--- src/logic/htr_pkg.sv ---
/*
  Constants for the haptic trigger and status register bank: register
  indices, field positions, reset values and edge codes.
  Assumes an APB slave with 32-bit data, one register per aligned word,
  byte address equal to four times the register index.
*/
// Functional notes
// Second trigger config holds a 4-bit sequence select in bits 6:3, reset one.
// Config bit 2 picks single (0) or multi (1) sequence mode, reset zero.
// Config bits 1:0 pick rising, falling or both edges; reset rising.
// Third trigger has the same config fields; its sequence select resets to two.
// Read-only snippet memory start address reads 0x84.
// Memory control bit 7 gates waveform memory: zero locked, one unlocked (reset).
// Supply value is high byte times 128 plus 7-bit low part, 0.1831mV per count.
// Supply high and low read 0xFF and 0x7F until a measurement arrives.
// Read-only bit 0 shows the drive polarity applied now, reset zero.
// Mean resonant period over four half-periods, high/low pair, both reset zero.
// Live resonant period over one half-period, pair resets 0x21 and 0x4F.
// Software writes phase delay high only as 0x00 or 0x25; reset 0x25.
// Software sets the delay freeze bit only in wideband without tracking.
// Software writes delay shift only as 0 or 5; field resets to five.
// Phase delay settings act only while custom wave mode is selected.
// Trigger pins are synchronised before edge detection, one event per edge.
package htr_pkg;

  localparam int ADDR_W = 10;

  // Register indices; byte address is four times the index
  localparam logic [7:0] IDX_TRIG_ONE   = 8'h2A;
  localparam logic [7:0] IDX_TRIG_TWO   = 8'h2B;
  localparam logic [7:0] IDX_MEM_BASE   = 8'h2C;
  localparam logic [7:0] IDX_MEM_LOCK   = 8'h2D;
  localparam logic [7:0] IDX_SUPPLY_H   = 8'h2E;
  localparam logic [7:0] IDX_SUPPLY_L   = 8'h2F;
  localparam logic [7:0] IDX_POLARITY   = 8'h43;
  localparam logic [7:0] IDX_AVG_H      = 8'h44;
  localparam logic [7:0] IDX_AVG_L      = 8'h45;
  localparam logic [7:0] IDX_ACT_H      = 8'h46;
  localparam logic [7:0] IDX_ACT_L      = 8'h47;
  localparam logic [7:0] IDX_PHASE_H    = 8'h48;
  localparam logic [7:0] IDX_PHASE_L    = 8'h49;

  // Trigger config fields
  localparam int SEQ_MSB    = 6;
  localparam int SEQ_LSB    = 3;
  localparam int MULTI_BIT  = 2;
  localparam int EDGE_MSB   = 1;
  localparam int EDGE_LSB   = 0;

  localparam logic [1:0] EDGE_RISE = 2'h0;
  localparam logic [1:0] EDGE_FALL = 2'h1;
  localparam logic [1:0] EDGE_BOTH = 2'h2;

  localparam logic [3:0] TRIG_ONE_SEQ_RST = 4'h1;
  localparam logic [3:0] TRIG_TWO_SEQ_RST = 4'h2;
  localparam logic       MULTI_RST        = 1'b0;
  localparam logic [1:0] EDGE_RST         = 2'h0;

  // Memory fields
  localparam logic [7:0] SNIPPET_BASE = 8'h84;
  localparam int         GATE_BIT     = 7;
  localparam logic       GATE_RST     = 1'b1;

  // Measurement split: value = high * 128 + low
  localparam int         LOW_W        = 7;
  localparam logic [7:0] SUPPLY_H_RST = 8'hFF;
  localparam logic [6:0] SUPPLY_L_RST = 7'h7F;
  localparam logic       POLARITY_RST = 1'b0;
  localparam logic [7:0] AVG_H_RST    = 8'h00;
  localparam logic [6:0] AVG_L_RST    = 7'h00;
  localparam logic [7:0] ACT_H_RST    = 8'h21;
  localparam logic [6:0] ACT_L_RST    = 7'h4F;

  // Phase delay fields
  localparam logic [7:0] PHASE_H_RST  = 8'h25;
  localparam int         FREEZE_BIT   = 7;
  localparam logic       FREEZE_RST   = 1'b0;
  localparam int         SHIFT_MSB    = 2;
  localparam logic [2:0] SHIFT_RST    = 3'h5;

  localparam logic [7:0] UNMAPPED_RD  = 8'h00;

endpackage

--- src/logic/htr_trig_edge.sv ---
/*
  One trigger pin: three-stage synchroniser, agreement filter and edge
  selection producing a one-cycle event pulse.
  Assumes the pin is asynchronous to pclk and edge_sel is a pclk register.
*/
module htr_trig_edge
  import htr_pkg::*;
(
  // Clock and reset
  input  wire logic       pclk,
  input  wire logic       presetn,
  // Pin and selection
  input  wire logic       pin,
  input  wire logic [1:0] edge_sel,
  // Result
  output logic            level,
  output logic            trig_event
);

  logic sync1;
  logic sync2;
  logic sync3;
  logic prev_level;
  logic rise;
  logic fall;

  always_ff @(posedge pclk or negedge presetn) begin
    if (!presetn) begin
      sync1 <= 1'b0;
      sync2 <= 1'b0;
      sync3 <= 1'b0;
    end else begin
      sync1 <= pin;
      sync2 <= sync1;
      sync3 <= sync2;
    end
  end

  // A change counts only once two later stages agree
  always_ff @(posedge pclk or negedge presetn) begin
    if (!presetn) begin
      level <= 1'b0;
    end else if (sync2 == sync3) begin
      level <= sync3;
    end
  end

  always_ff @(posedge pclk or negedge presetn) begin
    if (!presetn) begin
      prev_level <= 1'b0;
    end else begin
      prev_level <= level;
    end
  end

  assign rise = level && !prev_level;
  assign fall = !level && prev_level;

  // Code 3 is reserved and fires nothing
  always_comb begin
    unique case (edge_sel)
      EDGE_RISE: trig_event = rise;
      EDGE_FALL: trig_event = fall;
      EDGE_BOTH: trig_event = rise || fall;
      default:   trig_event = 1'b0;
    endcase
  end
endmodule

--- src/logic/htr_trigger_regs.sv ---
/*
  Haptic trigger configuration and status register bank on APB: two
  trigger input configs with edge detection, waveform memory base and
  gate, supply and resonant period readback, phase delay settings.
  Assumes measurement strobes and polarity come from logic on pclk;
  trigger pins are asynchronous.
*/
// The APB register port was decided locally.
module htr_trigger_regs
  import htr_pkg::*;
(
  // Clock and reset
  input  wire logic              pclk,
  input  wire logic              presetn,
  // APB slave
  input  wire logic              psel,
  input  wire logic              penable,
  input  wire logic              pwrite,
  input  wire logic [ADDR_W-1:0] paddr,
  input  wire logic [31:0]       pwdata,
  input  wire logic [3:0]        pstrb,
  output logic [31:0]            prdata,
  output logic                   pready,
  output logic                   pslverr,
  // Trigger pins and launch requests
  input  wire logic [1:0]        trigger_input,
  output logic [1:0]             trig_event,
  output logic [3:0]             trig_one_seq_select,
  output logic                   trig_one_multi_select,
  output logic [3:0]             trig_two_seq_select,
  output logic                   trig_two_multi_select,
  // Waveform memory gate
  output logic                   snippet_access_gate,
  // Measurement inputs
  input  wire logic              supply_valid,
  input  wire logic [14:0]       supply_value,
  input  wire logic              drive_polarity,
  input  wire logic              mean_period_valid,
  input  wire logic [14:0]       mean_period_value,
  input  wire logic              live_period_valid,
  input  wire logic [14:0]       live_period_value,
  // Custom wave phase delay
  input  wire logic              custom_wave_select,
  output logic [7:0]             phase_delay_coarse,
  output logic                   phase_delay_freeze,
  output logic [2:0]             phase_delay_shift
);

  logic [3:0]  trig_seq [2];
  logic [1:0]  trig_multi;
  logic [1:0]  trig_edge [2];
  logic [1:0]  trig_level;
  logic        gate;
  logic [7:0]  supply_h;
  logic [6:0]  supply_l;
  logic        polarity;
  logic [7:0]  avg_h;
  logic [6:0]  avg_l;
  logic [7:0]  act_h;
  logic [6:0]  act_l;
  logic [7:0]  phase_h;
  logic        freeze;
  logic [2:0]  shift;
  logic [7:0]  reg_idx;
  logic        aligned;
  logic        setup;
  logic        wr_en;
  logic [7:0]  next_rdata;
  logic        next_err;
  logic [7:0]  rdata;
  logic        err;

  assign reg_idx = paddr[ADDR_W-1:2];
  assign aligned = (paddr[1:0] == 2'b00);
  assign setup   = psel && !penable;
  // Only the low lane carries register data
  assign wr_en   = psel && penable && pwrite && pstrb[0];

  // Zero-wait slave: every access completes in its first access cycle
  assign pready  = 1'b1;
  assign prdata  = {24'h000000, rdata};
  assign pslverr = psel && penable && err;

  // Per-trigger config registers and edge detectors
  for (genvar i = 0; i < 2; i++) begin : g_trig
    always_ff @(posedge pclk or negedge presetn) begin
      if (!presetn) begin
        trig_seq[i]   <= (i == 0) ? TRIG_ONE_SEQ_RST : TRIG_TWO_SEQ_RST;
        trig_multi[i] <= MULTI_RST;
        trig_edge[i]  <= EDGE_RST;
      end else if (wr_en && aligned && reg_idx == ((i == 0) ? IDX_TRIG_ONE : IDX_TRIG_TWO)) begin
        trig_seq[i]   <= pwdata[SEQ_MSB:SEQ_LSB];
        trig_multi[i] <= pwdata[MULTI_BIT];
        trig_edge[i]  <= pwdata[EDGE_MSB:EDGE_LSB];
      end
    end

    htr_trig_edge u_edge (
      .pclk       (pclk),
      .presetn    (presetn),
      .pin        (trigger_input[i]),
      .edge_sel   (trig_edge[i]),
      .level      (trig_level[i]),
      .trig_event (trig_event[i])
    );
  end

  assign trig_one_seq_select   = trig_seq[0];
  assign trig_one_multi_select = trig_multi[0];
  assign trig_two_seq_select   = trig_seq[1];
  assign trig_two_multi_select = trig_multi[1];

  always_ff @(posedge pclk or negedge presetn) begin
    if (!presetn) begin
      gate <= GATE_RST;
    end else if (wr_en && aligned && reg_idx == IDX_MEM_LOCK) begin
      gate <= pwdata[GATE_BIT];
    end
  end

  assign snippet_access_gate = gate;

  // Supply readback holds its marker value until the first measurement
  always_ff @(posedge pclk or negedge presetn) begin
    if (!presetn) begin
      supply_h <= SUPPLY_H_RST;
      supply_l <= SUPPLY_L_RST;
    end else if (supply_valid) begin
      supply_h <= supply_value[14:LOW_W];
      supply_l <= supply_value[LOW_W-1:0];
    end
  end

  always_ff @(posedge pclk or negedge presetn) begin
    if (!presetn) begin
      polarity <= POLARITY_RST;
    end else begin
      polarity <= drive_polarity;
    end
  end

  // Both halves load together so a read never mixes two measurements' halves
  always_ff @(posedge pclk or negedge presetn) begin
    if (!presetn) begin
      avg_h <= AVG_H_RST;
      avg_l <= AVG_L_RST;
    end else if (mean_period_valid) begin
      avg_h <= mean_period_value[14:LOW_W];
      avg_l <= mean_period_value[LOW_W-1:0];
    end
  end

  always_ff @(posedge pclk or negedge presetn) begin
    if (!presetn) begin
      act_h <= ACT_H_RST;
      act_l <= ACT_L_RST;
    end else if (live_period_valid) begin
      act_h <= live_period_value[14:LOW_W];
      act_l <= live_period_value[LOW_W-1:0];
    end
  end

  // Reserved phase codes are stored as written; software keeps to legal ones
  always_ff @(posedge pclk or negedge presetn) begin
    if (!presetn) begin
      phase_h <= PHASE_H_RST;
      freeze  <= FREEZE_RST;
      shift   <= SHIFT_RST;
    end else if (wr_en && aligned) begin
      if (reg_idx == IDX_PHASE_H) begin
        phase_h <= pwdata[7:0];
      end
      if (reg_idx == IDX_PHASE_L) begin
        freeze <= pwdata[FREEZE_BIT];
        shift  <= pwdata[SHIFT_MSB:0];
      end
    end
  end

  // Outside custom wave mode the phase path sees neutral settings
  assign phase_delay_coarse = custom_wave_select ? phase_h : 8'h00;
  assign phase_delay_freeze = custom_wave_select && freeze;
  assign phase_delay_shift  = custom_wave_select ? shift : 3'h0;

  always_comb begin
    next_rdata = UNMAPPED_RD;
    next_err   = 1'b0;
    if (!aligned) begin
      next_err = 1'b1;
    end else begin
      unique case (reg_idx)
        IDX_TRIG_ONE: next_rdata = {1'b0, trig_seq[0], trig_multi[0], trig_edge[0]};
        IDX_TRIG_TWO: next_rdata = {1'b0, trig_seq[1], trig_multi[1], trig_edge[1]};
        IDX_MEM_BASE: next_rdata = SNIPPET_BASE;
        IDX_MEM_LOCK: next_rdata = {gate, 7'h00};
        IDX_SUPPLY_H: next_rdata = supply_h;
        IDX_SUPPLY_L: next_rdata = {1'b0, supply_l};
        IDX_POLARITY: next_rdata = {7'h00, polarity};
        IDX_AVG_H:    next_rdata = avg_h;
        IDX_AVG_L:    next_rdata = {1'b0, avg_l};
        IDX_ACT_H:    next_rdata = act_h;
        IDX_ACT_L:    next_rdata = {1'b0, act_l};
        IDX_PHASE_H:  next_rdata = phase_h;
        IDX_PHASE_L:  next_rdata = {freeze, 4'h0, shift};
        default:      next_err   = 1'b1;
      endcase
    end
  end

  // Read data and error are captured in the setup cycle so prdata is a flop
  always_ff @(posedge pclk or negedge presetn) begin
    if (!presetn) begin
      rdata <= 8'h00;
      err   <= 1'b0;
    end else if (setup) begin
      rdata <= pwrite ? 8'h00 : next_rdata;
      err   <= next_err;
    end
  end

  // Helper flags seen only by the checks below
  logic supply_seen;
  logic avg_seen;

  always_ff @(posedge pclk or negedge presetn) begin
    if (!presetn) begin
      supply_seen <= 1'b0;
      avg_seen    <= 1'b0;
    end else begin
      if (supply_valid) begin
        supply_seen <= 1'b1;
      end
      if (mean_period_valid) begin
        avg_seen <= 1'b1;
      end
    end
  end
endmodule

--- config.mk ---
export PLATFORM = sky130hd
export DESIGN_NAME = htr_trigger_regs
export DESIGN_NICKNAME = d
export VERILOG_FILES = /design/src/logic/htr_pkg.sv /design/src/logic/htr_trig_edge.sv /design/src/logic/htr_trigger_regs.sv
export SDC_FILE = /design/constraint.sdc
export NUM_CORES = 1
export LEC_CHECK = 0
export BUFFER_PORTS_ARGS = -buffer_cell sky130_fd_sc_hd__buf_2
export CAP_MARGIN = 0
export CORE_MARGIN = 1
export CORE_UTILIZATION = 50
export CTS_BUF_LIST = sky130_fd_sc_hd__clkbuf_16
export CTS_CLUSTER_DIAMETER = 30
export DETAILED_ROUTE_END_ITERATION = 10
export PLACE_DENSITY = 0.81
export SYNTH_ARGS = -nofsm -noshare
export SYNTH_HDL_FRONTEND = slang
export SYNTH_HIERARCHICAL = 1
export SYNTH_SLANG_ARGS = --single-unit
--- constraint.sdc ---
create_clock -name pclk -period 2 [get_ports pclk]
set_input_delay 0.1 -clock pclk [delete_from_list [all_inputs] [get_ports pclk]]
set_output_delay 0.1 -clock pclk [all_outputs]
set_load 0.05 [all_outputs]
==> results of run 1 <==
[report_power, final]
part / switching (mW) / internal (mW)
combinational: 0.345 / 0.263
clock: 0.696 / 0.961
sequential: 0.0756 / 2.01
total: 1.12 / 3.23
[critical path, cell delays in order, from the launching register on]
cell	delay (ns)
dfrtp_1	0.41
inv_1	0.06
ha_1	0.29
inv_1	0.06
mux2i_1	0.06
o21ai_1	0.13
buf_2	0.28
[repair_timing]
| action | 4_1_cts | 5_1_grt |
|---|---|---|
| setup buffers | 0 | 0 |
| resized for setup | 0 | 0 |
| endpoints found under the setup margin | 0 | 0 |
| endpoints found under the hold margin | 57 | 2 |
| hold buffers | 35 | 2 |
[routing by layer]
metal  track usage [%]  wire length, um
met5                 0                0
met4             13.52              473
met3             6.619              915
met2             44.63             6020
met1             32.30             4707
[cells by family (layout without fill, tap and decap cells)]
| family | after synthesis | count (layout) | share of synthesized area [%] |
|---|---|---|---|
| AO/OA/AOI/OAI | 52 | 52 | 8.644 |
| adder cells (fa/ha/maj) | 6 | 6 | 1.586 |
| buffers and inverters | 52 | 190 | 6.400 |
| AND/OR/NAND/NOR | 81 | 81 | 10.39 |
| other | 2 | 25 | 0.1642 |
| flip-flops | 92 | 92 | 51.15 |
| multiplexers | 87 | 87 | 21.66 |
[worst max path at each step]
stage                                      start       endpoint  slack (ns)  cells after the start
after global routing      g_trig[0].u_edge/level  trig_event[0]        0.16                      6
final                     g_trig[0].u_edge/level  trig_event[0]        0.26                      6
after global placement                  paddr[7]       rdata[2]        0.09                      6
after CTS                 g_trig[0].u_edge/level  trig_event[0]        0.27                      6
after detailed placement                paddr[7]       rdata[3]        0.01                      6
after floorplan                         paddr[7]       rdata[3]        0.36                      6
[placed cells by master (no fill, tap or decap), types with 3 or more instances in the layout]
cell and count:
clkbuf_16 9, o22ai_1 3, buf_4 20, a32oi_1 4
ha_1 4, inv_1 9, dfrtp_1 62, o21ai_0 3
nand3_1 8, a22oi_1 5, mux2i_1 9, dfstp_2 30
o21ai_1 7, nor2_1 7, and3_1 6, a22o_1 5
nand2_1 19, mux2_2 50, mux2_1 26, conb_1 25
dlygate4sd3_1 37, and2_1 15, nor3_1 3, a21oi_1 3
nor3b_1 3, nor2b_1 4, buf_2 108
[flip-flops by register name, summed over array words and instances (netlist names), 7 cells and up]
signal / flops
avg_l: 7
supply_l: 7
act_l: 7
supply_h: 8
avg_h: 8
rdata: 8
act_h: 8
phase_h: 8
[stage by stage]
| step | area [um2] | hold slack, ns | power [mW] |
|---|---|---|---|
| final | 5906 | 0.004858 | 4.346 |
| after floorplan | 4661 | -0.1956 | 2.461 |
| after CTS | 5886 | 0.0001462 | 4.348 |
| after global placement | 5244 | 0.04336 | 2.622 |
| after global routing | 5906 | 0.0009425 | 4.502 |
| after detailed placement | 5244 | 0.05680 | 2.650 |
[area by class of cell]
| class | count | share of cell area (%) |
|---|---|---|
| clock inverters | 7 | 1.123 |
| repair buffers | 166 | 18.31 |
| flip-flops and latches | 92 | 39.62 |
| well taps | 108 | 2.288 |
| inverters | 8 | 0.5085 |
| clock buffers | 9 | 3.814 |
| multi-input cells | 251 | 34.34 |
==> impl_results.html, run 1 <==
<table>
<tr><th>Metric</th><th>Value</th></tr>
<tr><th colspan="2">Routing</th></tr>
<tr><td>Post-DR wirelength/cell</td><td>18.90 um</td></tr>
<tr><td>Number of vias after detailed routing</td><td>around 3600</td></tr>
<tr><td>Routed WL</td><td>12120 um</td></tr>
<tr><td>DRC viols</td><td>22</td></tr>
<tr><td>First-pass iteration count of the detailed router</td><td>10</td></tr>
<tr><td>Routed Antenna Nets</td><td>0</td></tr>
<tr><td>Number of DRC violations after detailed-routing iteration 0</td><td>298</td></tr>
<tr><td>Drt via density</td><td>5.632</td></tr>
<tr><th colspan="2">Timing</th></tr>
<tr><td>Unrepaired setup endpoints after global routing</td><td>false</td></tr>
<tr><td>Final worst-path cycle share</td><td>86.88%</td></tr>
<tr><td>Crit path time final</td><td>1.738 ns</td></tr>
<tr><td>Post-Route Setup TNS</td><td>0 ns</td></tr>
<tr><td>F_max</td><td>575.5 MHz</td></tr>
<tr><td>Clock Skews</td><td>0.007254 ns</td></tr>
<tr><td>Number of hold-slack violations in the final timing report</td><td>0</td></tr>
<tr><td>Setup ws final</td><td>0.2625 ns</td></tr>
<tr><td>Count of endpoints failing setup in the final report</td><td>0</td></tr>
<tr><td>Final number of max-transition violations</td><td>0</td></tr>
<tr><th colspan="2">Floorplanning</th></tr>
<tr><td>DIE WIDTH</td><td>around 98 um</td></tr>
<tr><td>Height of the die</td><td>97.65 um</td></tr>
<tr><td>Die area</td><td>~9500 um2</td></tr>
<tr><td>Placement row count</td><td>34</td></tr>
<tr><td>Placeable core region</td><td>8806 um2</td></tr>
<tr><td>I/O pin count</td><td>162</td></tr>
<tr><td>Initial Utilization</td><td>51.95%</td></tr>
<tr><th colspan="2">Global route</th></tr>
<tr><td>Vias in the first global route</td><td>~3800</td></tr>
<tr><td>Pin count of the biggest net entering global routing</td><td>64</td></tr>
<tr><td>Congestion Overflow GR</td><td>0</td></tr>
<tr><td>Total global-route track usage</td><td>26.77%</td></tr>
<tr><td>First-pass GRT wire length</td><td>19290 um</td></tr>
<tr><td>Antenna violations before repair</td><td>0</td></tr>
<tr><th colspan="2">Synth</th></tr>
<tr><td>Warning count from the yosys run</td><td>6</td></tr>
<tr><td>Most area-consuming cells after synthesis</td><td>dfrtp_1, dfstp_2, mux2_2</td></tr>
<tr><td>Sequential-to-total area share from yosys stat</td><td>between 50 and 60%</td></tr>
<tr><td>Leading area contributor after synthesis</td><td>dfrtp_1</td></tr>
<tr><td>Proportion of synthesized flip-flops having asynchronous set or reset</td><td>100.0%</td></tr>
<tr><td>Post-synthesis cell count</td><td>372</td></tr>
<tr><td>Syn Area/Cell</td><td>12.30 um2</td></tr>
<tr><td>Count of different cell masters after synthesis</td><td>57</td></tr>
<tr><td>Top flip-flop cell by instance count after synthesis</td><td>dfrtp_1</td></tr>
<tr><td>Most numerous cell in the Yosys netlist</td><td>dfrtp_1</td></tr>
<tr><td>Yosys reg bits</td><td>just over 90</td></tr>
<tr><td>List of most frequent post-synthesis cells</td><td>dfrtp_1, mux2_2, dfstp_2, mux2_1, buf_4</td></tr>
<tr><td>Netlist area before placement</td><td>4574 um2</td></tr>
<tr><td>Share of the synthesized area in the top cell type</td><td>33.92%</td></tr>
<tr><td>Number of synthesized flops with an enable pin</td><td>0</td></tr>
<tr><th colspan="2">Placement</th></tr>
<tr><td>Global placer's final weighted congestion</td><td>approximately 0.96</td></tr>
<tr><td>Placed Instances</td><td>slightly below 600</td></tr>
<tr><td>Count of input and output buffers</td><td>109</td></tr>
<tr><td>Post-DP HPWL</td><td>8594 um</td></tr>
<tr><td>Setup WS pre-CTS</td><td>approximately 0.011 ns</td></tr>
<tr><th colspan="2">Outcome</th></tr>
<tr><td>Status</td><td>finished with violations</td></tr>
<tr><td>Violations in the final reports</td><td>design-rule violations</td></tr>
<tr><th colspan="2">Final layout</th></tr>
<tr><td>Multi-input gate area</td><td>2028 um2</td></tr>
<tr><td>Fill cell instance count of the final layout</td><td>between 600 and 700</td></tr>
<tr><td>Storage cell area</td><td>~2300 um2</td></tr>
<tr><td>Final instance count without filler cells</td><td>641</td></tr>
<tr><td>Fraction of layout instances using a drive strength above 1</td><td>43.53%</td></tr>
<tr><td>Total number of nets in the final design</td><td>635</td></tr>
<tr><td>Core Util, Final</td><td>between 60 and 70%</td></tr>
<tr><td>Antenna cell count</td><td>0</td></tr>
<tr><td>Area grow syn2layout</td><td>29.10%</td></tr>
<tr><th colspan="2">Clocking</th></tr>
<tr><td>CTS tree</td><td>yes</td></tr>
<tr><td>Clock root cell</td><td>clkbuf_16</td></tr>
<tr><td>Clock-pin slew reported for the worst setup and hold paths after clock tree synthesis</td><td>0.06 ns</td></tr>
<tr><td>Clock latency on the worst-skew pair</td><td>about 0.34 ns</td></tr>
<tr><td>Count of H-tree levels built during CTS</td><td>3</td></tr>
<tr><td>Total CTS buffers</td><td>9</td></tr>
<tr><td>Largest buffer count on any clock path</td><td>2</td></tr>
<tr><td>CTS sink count</td><td>92</td></tr>
<tr><th colspan="2">Hold path</th></tr>
<tr><td>Class of the tightest hold or removal check</td><td>input pin to flip-flop</td></tr>
<tr><td>Hold path cells</td><td>2</td></tr>
<tr><td>Source of the worst hold timing path</td><td>mean_period_value[5]</td></tr>
<tr><td>Worst Hold Path EP</td><td>avg_l[5]</td></tr>
<tr><th colspan="2">Setup path</th></tr>
<tr><td>Data arrival time of the worst path</td><td>~1.6 ns</td></tr>
<tr><td>Worst reg2reg path endpoint</td><td>rdata[5]</td></tr>
<tr><td>CP required</td><td>1.90 ns</td></tr>
<tr><td>Setup crit end kind</td><td>output port</td></tr>
<tr><td>Kind of start point of the critical path</td><td>flip-flop</td></tr>
<tr><td>Worst-case reg-to-reg path depth</td><td>4</td></tr>
<tr><td>Max FO, Critical Path</td><td>4</td></tr>
<tr><td>FF-to-FF Start</td><td>act_l[5]</td></tr>
<tr><td>Worst setup slack for register-to-register paths</td><td>about 0.32 ns</td></tr>
<tr><td>Crit Path Class</td><td>flip-flop to output port</td></tr>
<tr><th colspan="2">Job</th></tr>
<tr><td>Max-capacitance violation count</td><td>0</td></tr>
<tr><th colspan="2">Pwr</th></tr>
<tr><td>Worst IR Drop VDD</td><td>0.5775 mV</td></tr>
<tr><td>Lkg Pwr</td><td>2.839 nW</td></tr>
<tr><td>Pwr dens</td><td>735.8 nW/um2</td></tr>
</table>
(Power assumes the default switching activity.)
==> run 2, diff against run 1 <==
--- a/constraint.sdc
+++ b/constraint.sdc
@@ -3,2 +3,2 @@
 set_output_delay 0.1 -clock pclk [all_outputs]
-set_load 0.05 [all_outputs]
+set_load 0.1 [all_outputs]
==> run 2 against run 1 <==
Against the previous run: the flow finishes with violations (design-rule violations, negative hold slack); clock skew is 0.0014 ns lower; via count down 0.17%; register-to-register slack lost 0.03 ns; non-clock buffer count rose by 3; core utilization grew 0.78 points; largest power group unchanged.
==> impl_results.html, run 2 (synthesis results as in run 1) <==
<table>
<tr><th>Metric</th><th>Value</th></tr>
<tr><th colspan="2">Outcome</th></tr>
<tr><td>Status</td><td>finished with violations</td></tr>
<tr><td>Violations in the final reports</td><td>design-rule violations, negative hold slack</td></tr>
<tr><th colspan="2">Timing</th></tr>
<tr><td>Slew headroom</td><td>around 65%</td></tr>
<tr><td>Number of hold-slack violations in the final timing report</td><td>1 (+1)</td></tr>
<tr><td>Least-Margin Pin Slew</td><td>0.5303 ns</td></tr>
<tr><td>Count of endpoints failing setup in the final report</td><td>0 (unchanged)</td></tr>
<tr><td>Worst hold-check slack</td><td>-0.0002635 ns (-0.005121 ns)</td></tr>
<tr><td>Unrepaired setup endpoints after global routing</td><td>false</td></tr>
<tr><td>Post-Route Setup TNS</td><td>0 ns (unchanged)</td></tr>
<tr><td>Final number of max-transition violations</td><td>0 (unchanged)</td></tr>
<tr><td>Crit path time final</td><td>1.872 ns (+0.1342 ns)</td></tr>
<tr><td>Setup ws final</td><td>0.1283 ns (-0.1342 ns)</td></tr>
<tr><td>Clock Skews</td><td>0.005816 ns (-0.001438 ns)</td></tr>
<tr><td>F_max</td><td>534.3 MHz (-7.2%)</td></tr>
<tr><td>Final worst-path cycle share</td><td>93.59% (+6.7 points)</td></tr>
<tr><th colspan="2">Final layout</th></tr>
<tr><td>Area grow syn2layout</td><td>30.61%</td></tr>
<tr><td>Commonest cells after routing, fill and taps aside</td><td>buf_2, dfrtp_1, mux2_2</td></tr>
<tr><td>Most common library cell in the layout ignoring fill and taps</td><td>buf_2</td></tr>
<tr><td>Fill cell instance count of the final layout</td><td>658 (+3.1%)</td></tr>
<tr><td>Total number of nets in the final design</td><td>638 (+0.47%)</td></tr>
<tr><td>Fraction of layout instances using a drive strength above 1</td><td>44.22% (+0.69 points)</td></tr>
<tr><td>Final instance count without filler cells</td><td>644 (+0.47%)</td></tr>
<tr><td>Final standard cell area without fillers</td><td>5974 um2 (+1.2%)</td></tr>
<tr><td>Antenna cell count</td><td>0 (unchanged)</td></tr>
<tr><td>Core Util, Final</td><td>67.85% (+0.78 points)</td></tr>
<tr><th colspan="2">Pwr</th></tr>
<tr><td>Pwr dens</td><td>781.7 nW/um2 (+6.2%)</td></tr>
<tr><td>Total power</td><td>4.670 mW (+7.5%)</td></tr>
<tr><td>Lkg Pwr</td><td>2.875 nW (+1.3%)</td></tr>
<tr><td>Worst IR Drop VDD</td><td>0.5204 mV (-9.9%)</td></tr>
<tr><th colspan="2">Clocking</th></tr>
<tr><td>CTS sink count</td><td>92 (unchanged)</td></tr>
<tr><td>Count of H-tree levels built during CTS</td><td>3 (unchanged)</td></tr>
<tr><td>CTS tree</td><td>yes</td></tr>
<tr><td>Total CTS buffers</td><td>9 (unchanged)</td></tr>
<tr><td>Clock-pin slew reported for the worst setup and hold paths after clock tree synthesis</td><td>0.07 ns (about the same)</td></tr>
<tr><td>Clock root cell</td><td>clkbuf_16</td></tr>
<tr><td>Largest buffer count on any clock path</td><td>2 (unchanged)</td></tr>
<tr><td>Clock latency on the worst-skew pair</td><td>0.34 ns (about the same)</td></tr>
<tr><td>Post-CTS Setup Repair Bufs</td><td>0 (unchanged)</td></tr>
<tr><th colspan="2">Setup path</th></tr>
<tr><td>Max FO, Critical Path</td><td>4 (unchanged)</td></tr>
<tr><td>Most Frequent Cell on Critical Path</td><td>inv_1</td></tr>
<tr><td>Data arrival time of the worst path</td><td>1.77 ns (+0.13 ns)</td></tr>
<tr><td>Setup crit end kind</td><td>output port</td></tr>
<tr><td>Crit Path Class</td><td>flip-flop to output port</td></tr>
<tr><td>Kind of cell with the highest combined delay on the critical path</td><td>buffers and inverters</td></tr>
<tr><td>CP required</td><td>1.90 ns (about the same)</td></tr>
<tr><td>Buffers and inverters on the worst path</td><td>3 (unchanged)</td></tr>
<tr><td>Series of cell instances along the critical path</td><td>inv_1 -&gt; ha_1 -&gt; inv_1 -&gt; mux2i_1 -&gt; o21ai_2 -&gt; buf_2</td></tr>
<tr><td>Biggest cell delay along the critical path</td><td>0.43 ns (+0.02 ns)</td></tr>
<tr><td>Slowest stage cell, crit path</td><td>buf_2</td></tr>
<tr><td>Kind of start point of the critical path</td><td>flip-flop</td></tr>
<tr><th colspan="2">Routing</th></tr>
<tr><td>Routed WL</td><td>12070 um (-0.38%)</td></tr>
<tr><td>Drt via density</td><td>5.596 (-0.63%)</td></tr>
<tr><td>Routed Antenna Nets</td><td>0 (unchanged)</td></tr>
<tr><td>DRC viols</td><td>20 (-9.1%)</td></tr>
<tr><td>Post-DR wirelength/cell</td><td>18.74 um (-0.84%)</td></tr>
<tr><td>First-pass iteration count of the detailed router</td><td>8 (-2)</td></tr>
<tr><td>Number of DRC violations after detailed-routing iteration 0</td><td>213 (-29%)</td></tr>
<tr><td>Number of vias after detailed routing</td><td>3604 (-0.17%)</td></tr>
<tr><th colspan="2">Floorplanning</th></tr>
<tr><td>I/O pin count</td><td>162 (unchanged)</td></tr>
<tr><td>Initial Utilization</td><td>51.95% (unchanged)</td></tr>
<tr><td>Die area</td><td>9536 um2 (unchanged)</td></tr>
<tr><td>Height of the die</td><td>97.65 um (unchanged)</td></tr>
<tr><td>DIE WIDTH</td><td>97.65 um (unchanged)</td></tr>
<tr><td>Placeable core region</td><td>8806 um2 (unchanged)</td></tr>
<tr><td>Placement row count</td><td>34 (unchanged)</td></tr>
<tr><th colspan="2">Global route</th></tr>
<tr><td>Met2 capacity usage during global routing</td><td>43.70% (-0.93 points)</td></tr>
<tr><td>Vias in the first global route</td><td>3844 (+2.1%)</td></tr>
<tr><td>Antenna violations before repair</td><td>0 (unchanged)</td></tr>
<tr><td>Met3 track demand over resource in global routing</td><td>5.612% (-1.0 points)</td></tr>
<tr><td>First-pass GRT wire length</td><td>19720 um (+2.2%)</td></tr>
<tr><td>Busiest layer in global routing</td><td>met2</td></tr>
<tr><td>Total global-route track usage</td><td>27.23% (+0.46 points)</td></tr>
<tr><td>Congestion Overflow GR</td><td>0 (unchanged)</td></tr>
<tr><td>M1 GR Usage</td><td>34.81% (+2.5 points)</td></tr>
<tr><td>Pin count of the biggest net entering global routing</td><td>54 (-16%)</td></tr>
<tr><th colspan="2">Placement</th></tr>
<tr><td>Count of input and output buffers</td><td>109 (unchanged)</td></tr>
<tr><td>Placed Instances</td><td>590 (+0.34%)</td></tr>
<tr><td>Setup WS pre-CTS</td><td>0.05045 ns (+0.03904 ns)</td></tr>
<tr><td>Placed Instance Area</td><td>5266 um2 (+0.43%)</td></tr>
<tr><td>Global placer's final weighted congestion</td><td>0.9072 (-5.7%)</td></tr>
<tr><td>Post-DP HPWL</td><td>8630 um (+0.42%)</td></tr>
<tr><th colspan="2">Job</th></tr>
<tr><td>Max-capacitance violation count</td><td>0 (unchanged)</td></tr>
<tr><th colspan="2">Hold path</th></tr>
<tr><td>Class of the tightest hold or removal check</td><td>input pin to flip-flop</td></tr>
</table>
-- run 2: cell count changes in the layout (fill, tap and decap cells not counted), sizes merged --
cell | previous run | this run
inv | 10 | 12
clkinv | 2 | 0
dlygate4sd3 | 37 | 38
bufinv | 1 | 2
clkbuf | 9 | 10
buf | 129 | 130
clkinvlp | 2 | 1
-- run 2: layout make-up --
| cell class | count | area (um2) | share of cell area (%) |
|---|---|---|---|
| flip-flops and latches | 92 | 2340 | 39.16 |
| clock buffers | 9 | 225.2 | 3.770 |
| multi-input cells | 251 | 2036 | 34.07 |
| well taps | 108 | 135.1 | 2.262 |
| inverters | 8 | 30.03 | 0.5026 |
| clock inverters | 7 | 100.1 | 1.675 |
| repair buffers | 169 | 1109 | 18.55 |
-- run 2: path summary, 6_finish.rpt --
| path | end | start | cells after the start | slack [ns] |
|---|---|---|---|---|
| min | supply_h[5] | supply_value[12] | 2 | -0.0003 |
| max reg2reg | rdata[5] | avg_h[5] | 4 | 0.29 |
| min reg2reg | g_trig[0].u_edge/sync2 | g_trig[0].u_edge/sync1 | 0 | 0.35 |
| max in group asynchronous | trig_two_seq_select[1] | presetn | 3 | 1.00 |
| min in group asynchronous | g_trig[0].u_edge/level | presetn | 2 | 0.28 |
| max | trig_event[1] | g_trig[1].u_edge/level | 6 | 0.13 |
-- run 2: where the power goes --
| part | total (mW) | switching (mW) | leakage, nW | internal (mW) |
|---|---|---|---|---|
| Sequential | 2.08 | 0.0774 | 1.10 | 2.00 |
| Combinational | 0.737 | 0.470 | 1.62 | 0.267 |
| Clock | 1.85 | 0.743 | 0.160 | 1.11 |
| Total | 4.67 | 1.29 | 2.88 | 3.38 |
-- run 2: routing by layer --
metal | share of wire, % | wire (um) | vias up
met5 | 0 | 0 | -
met3 | 6.3 | 761 | 41
li1 | - | - | 1617
met1 | 42 | 5025 | 1769
met2 | 48 | 5774 | 177
met4 | 4.2 | 510 | 0
-- run 2: repair_timing --
action                                  in CTS  in global routing
endpoints found under the setup margin       0                  1
hold buffers                                37                  1
resized for setup                            0                  1
hold endpoints to repair                    58                  1
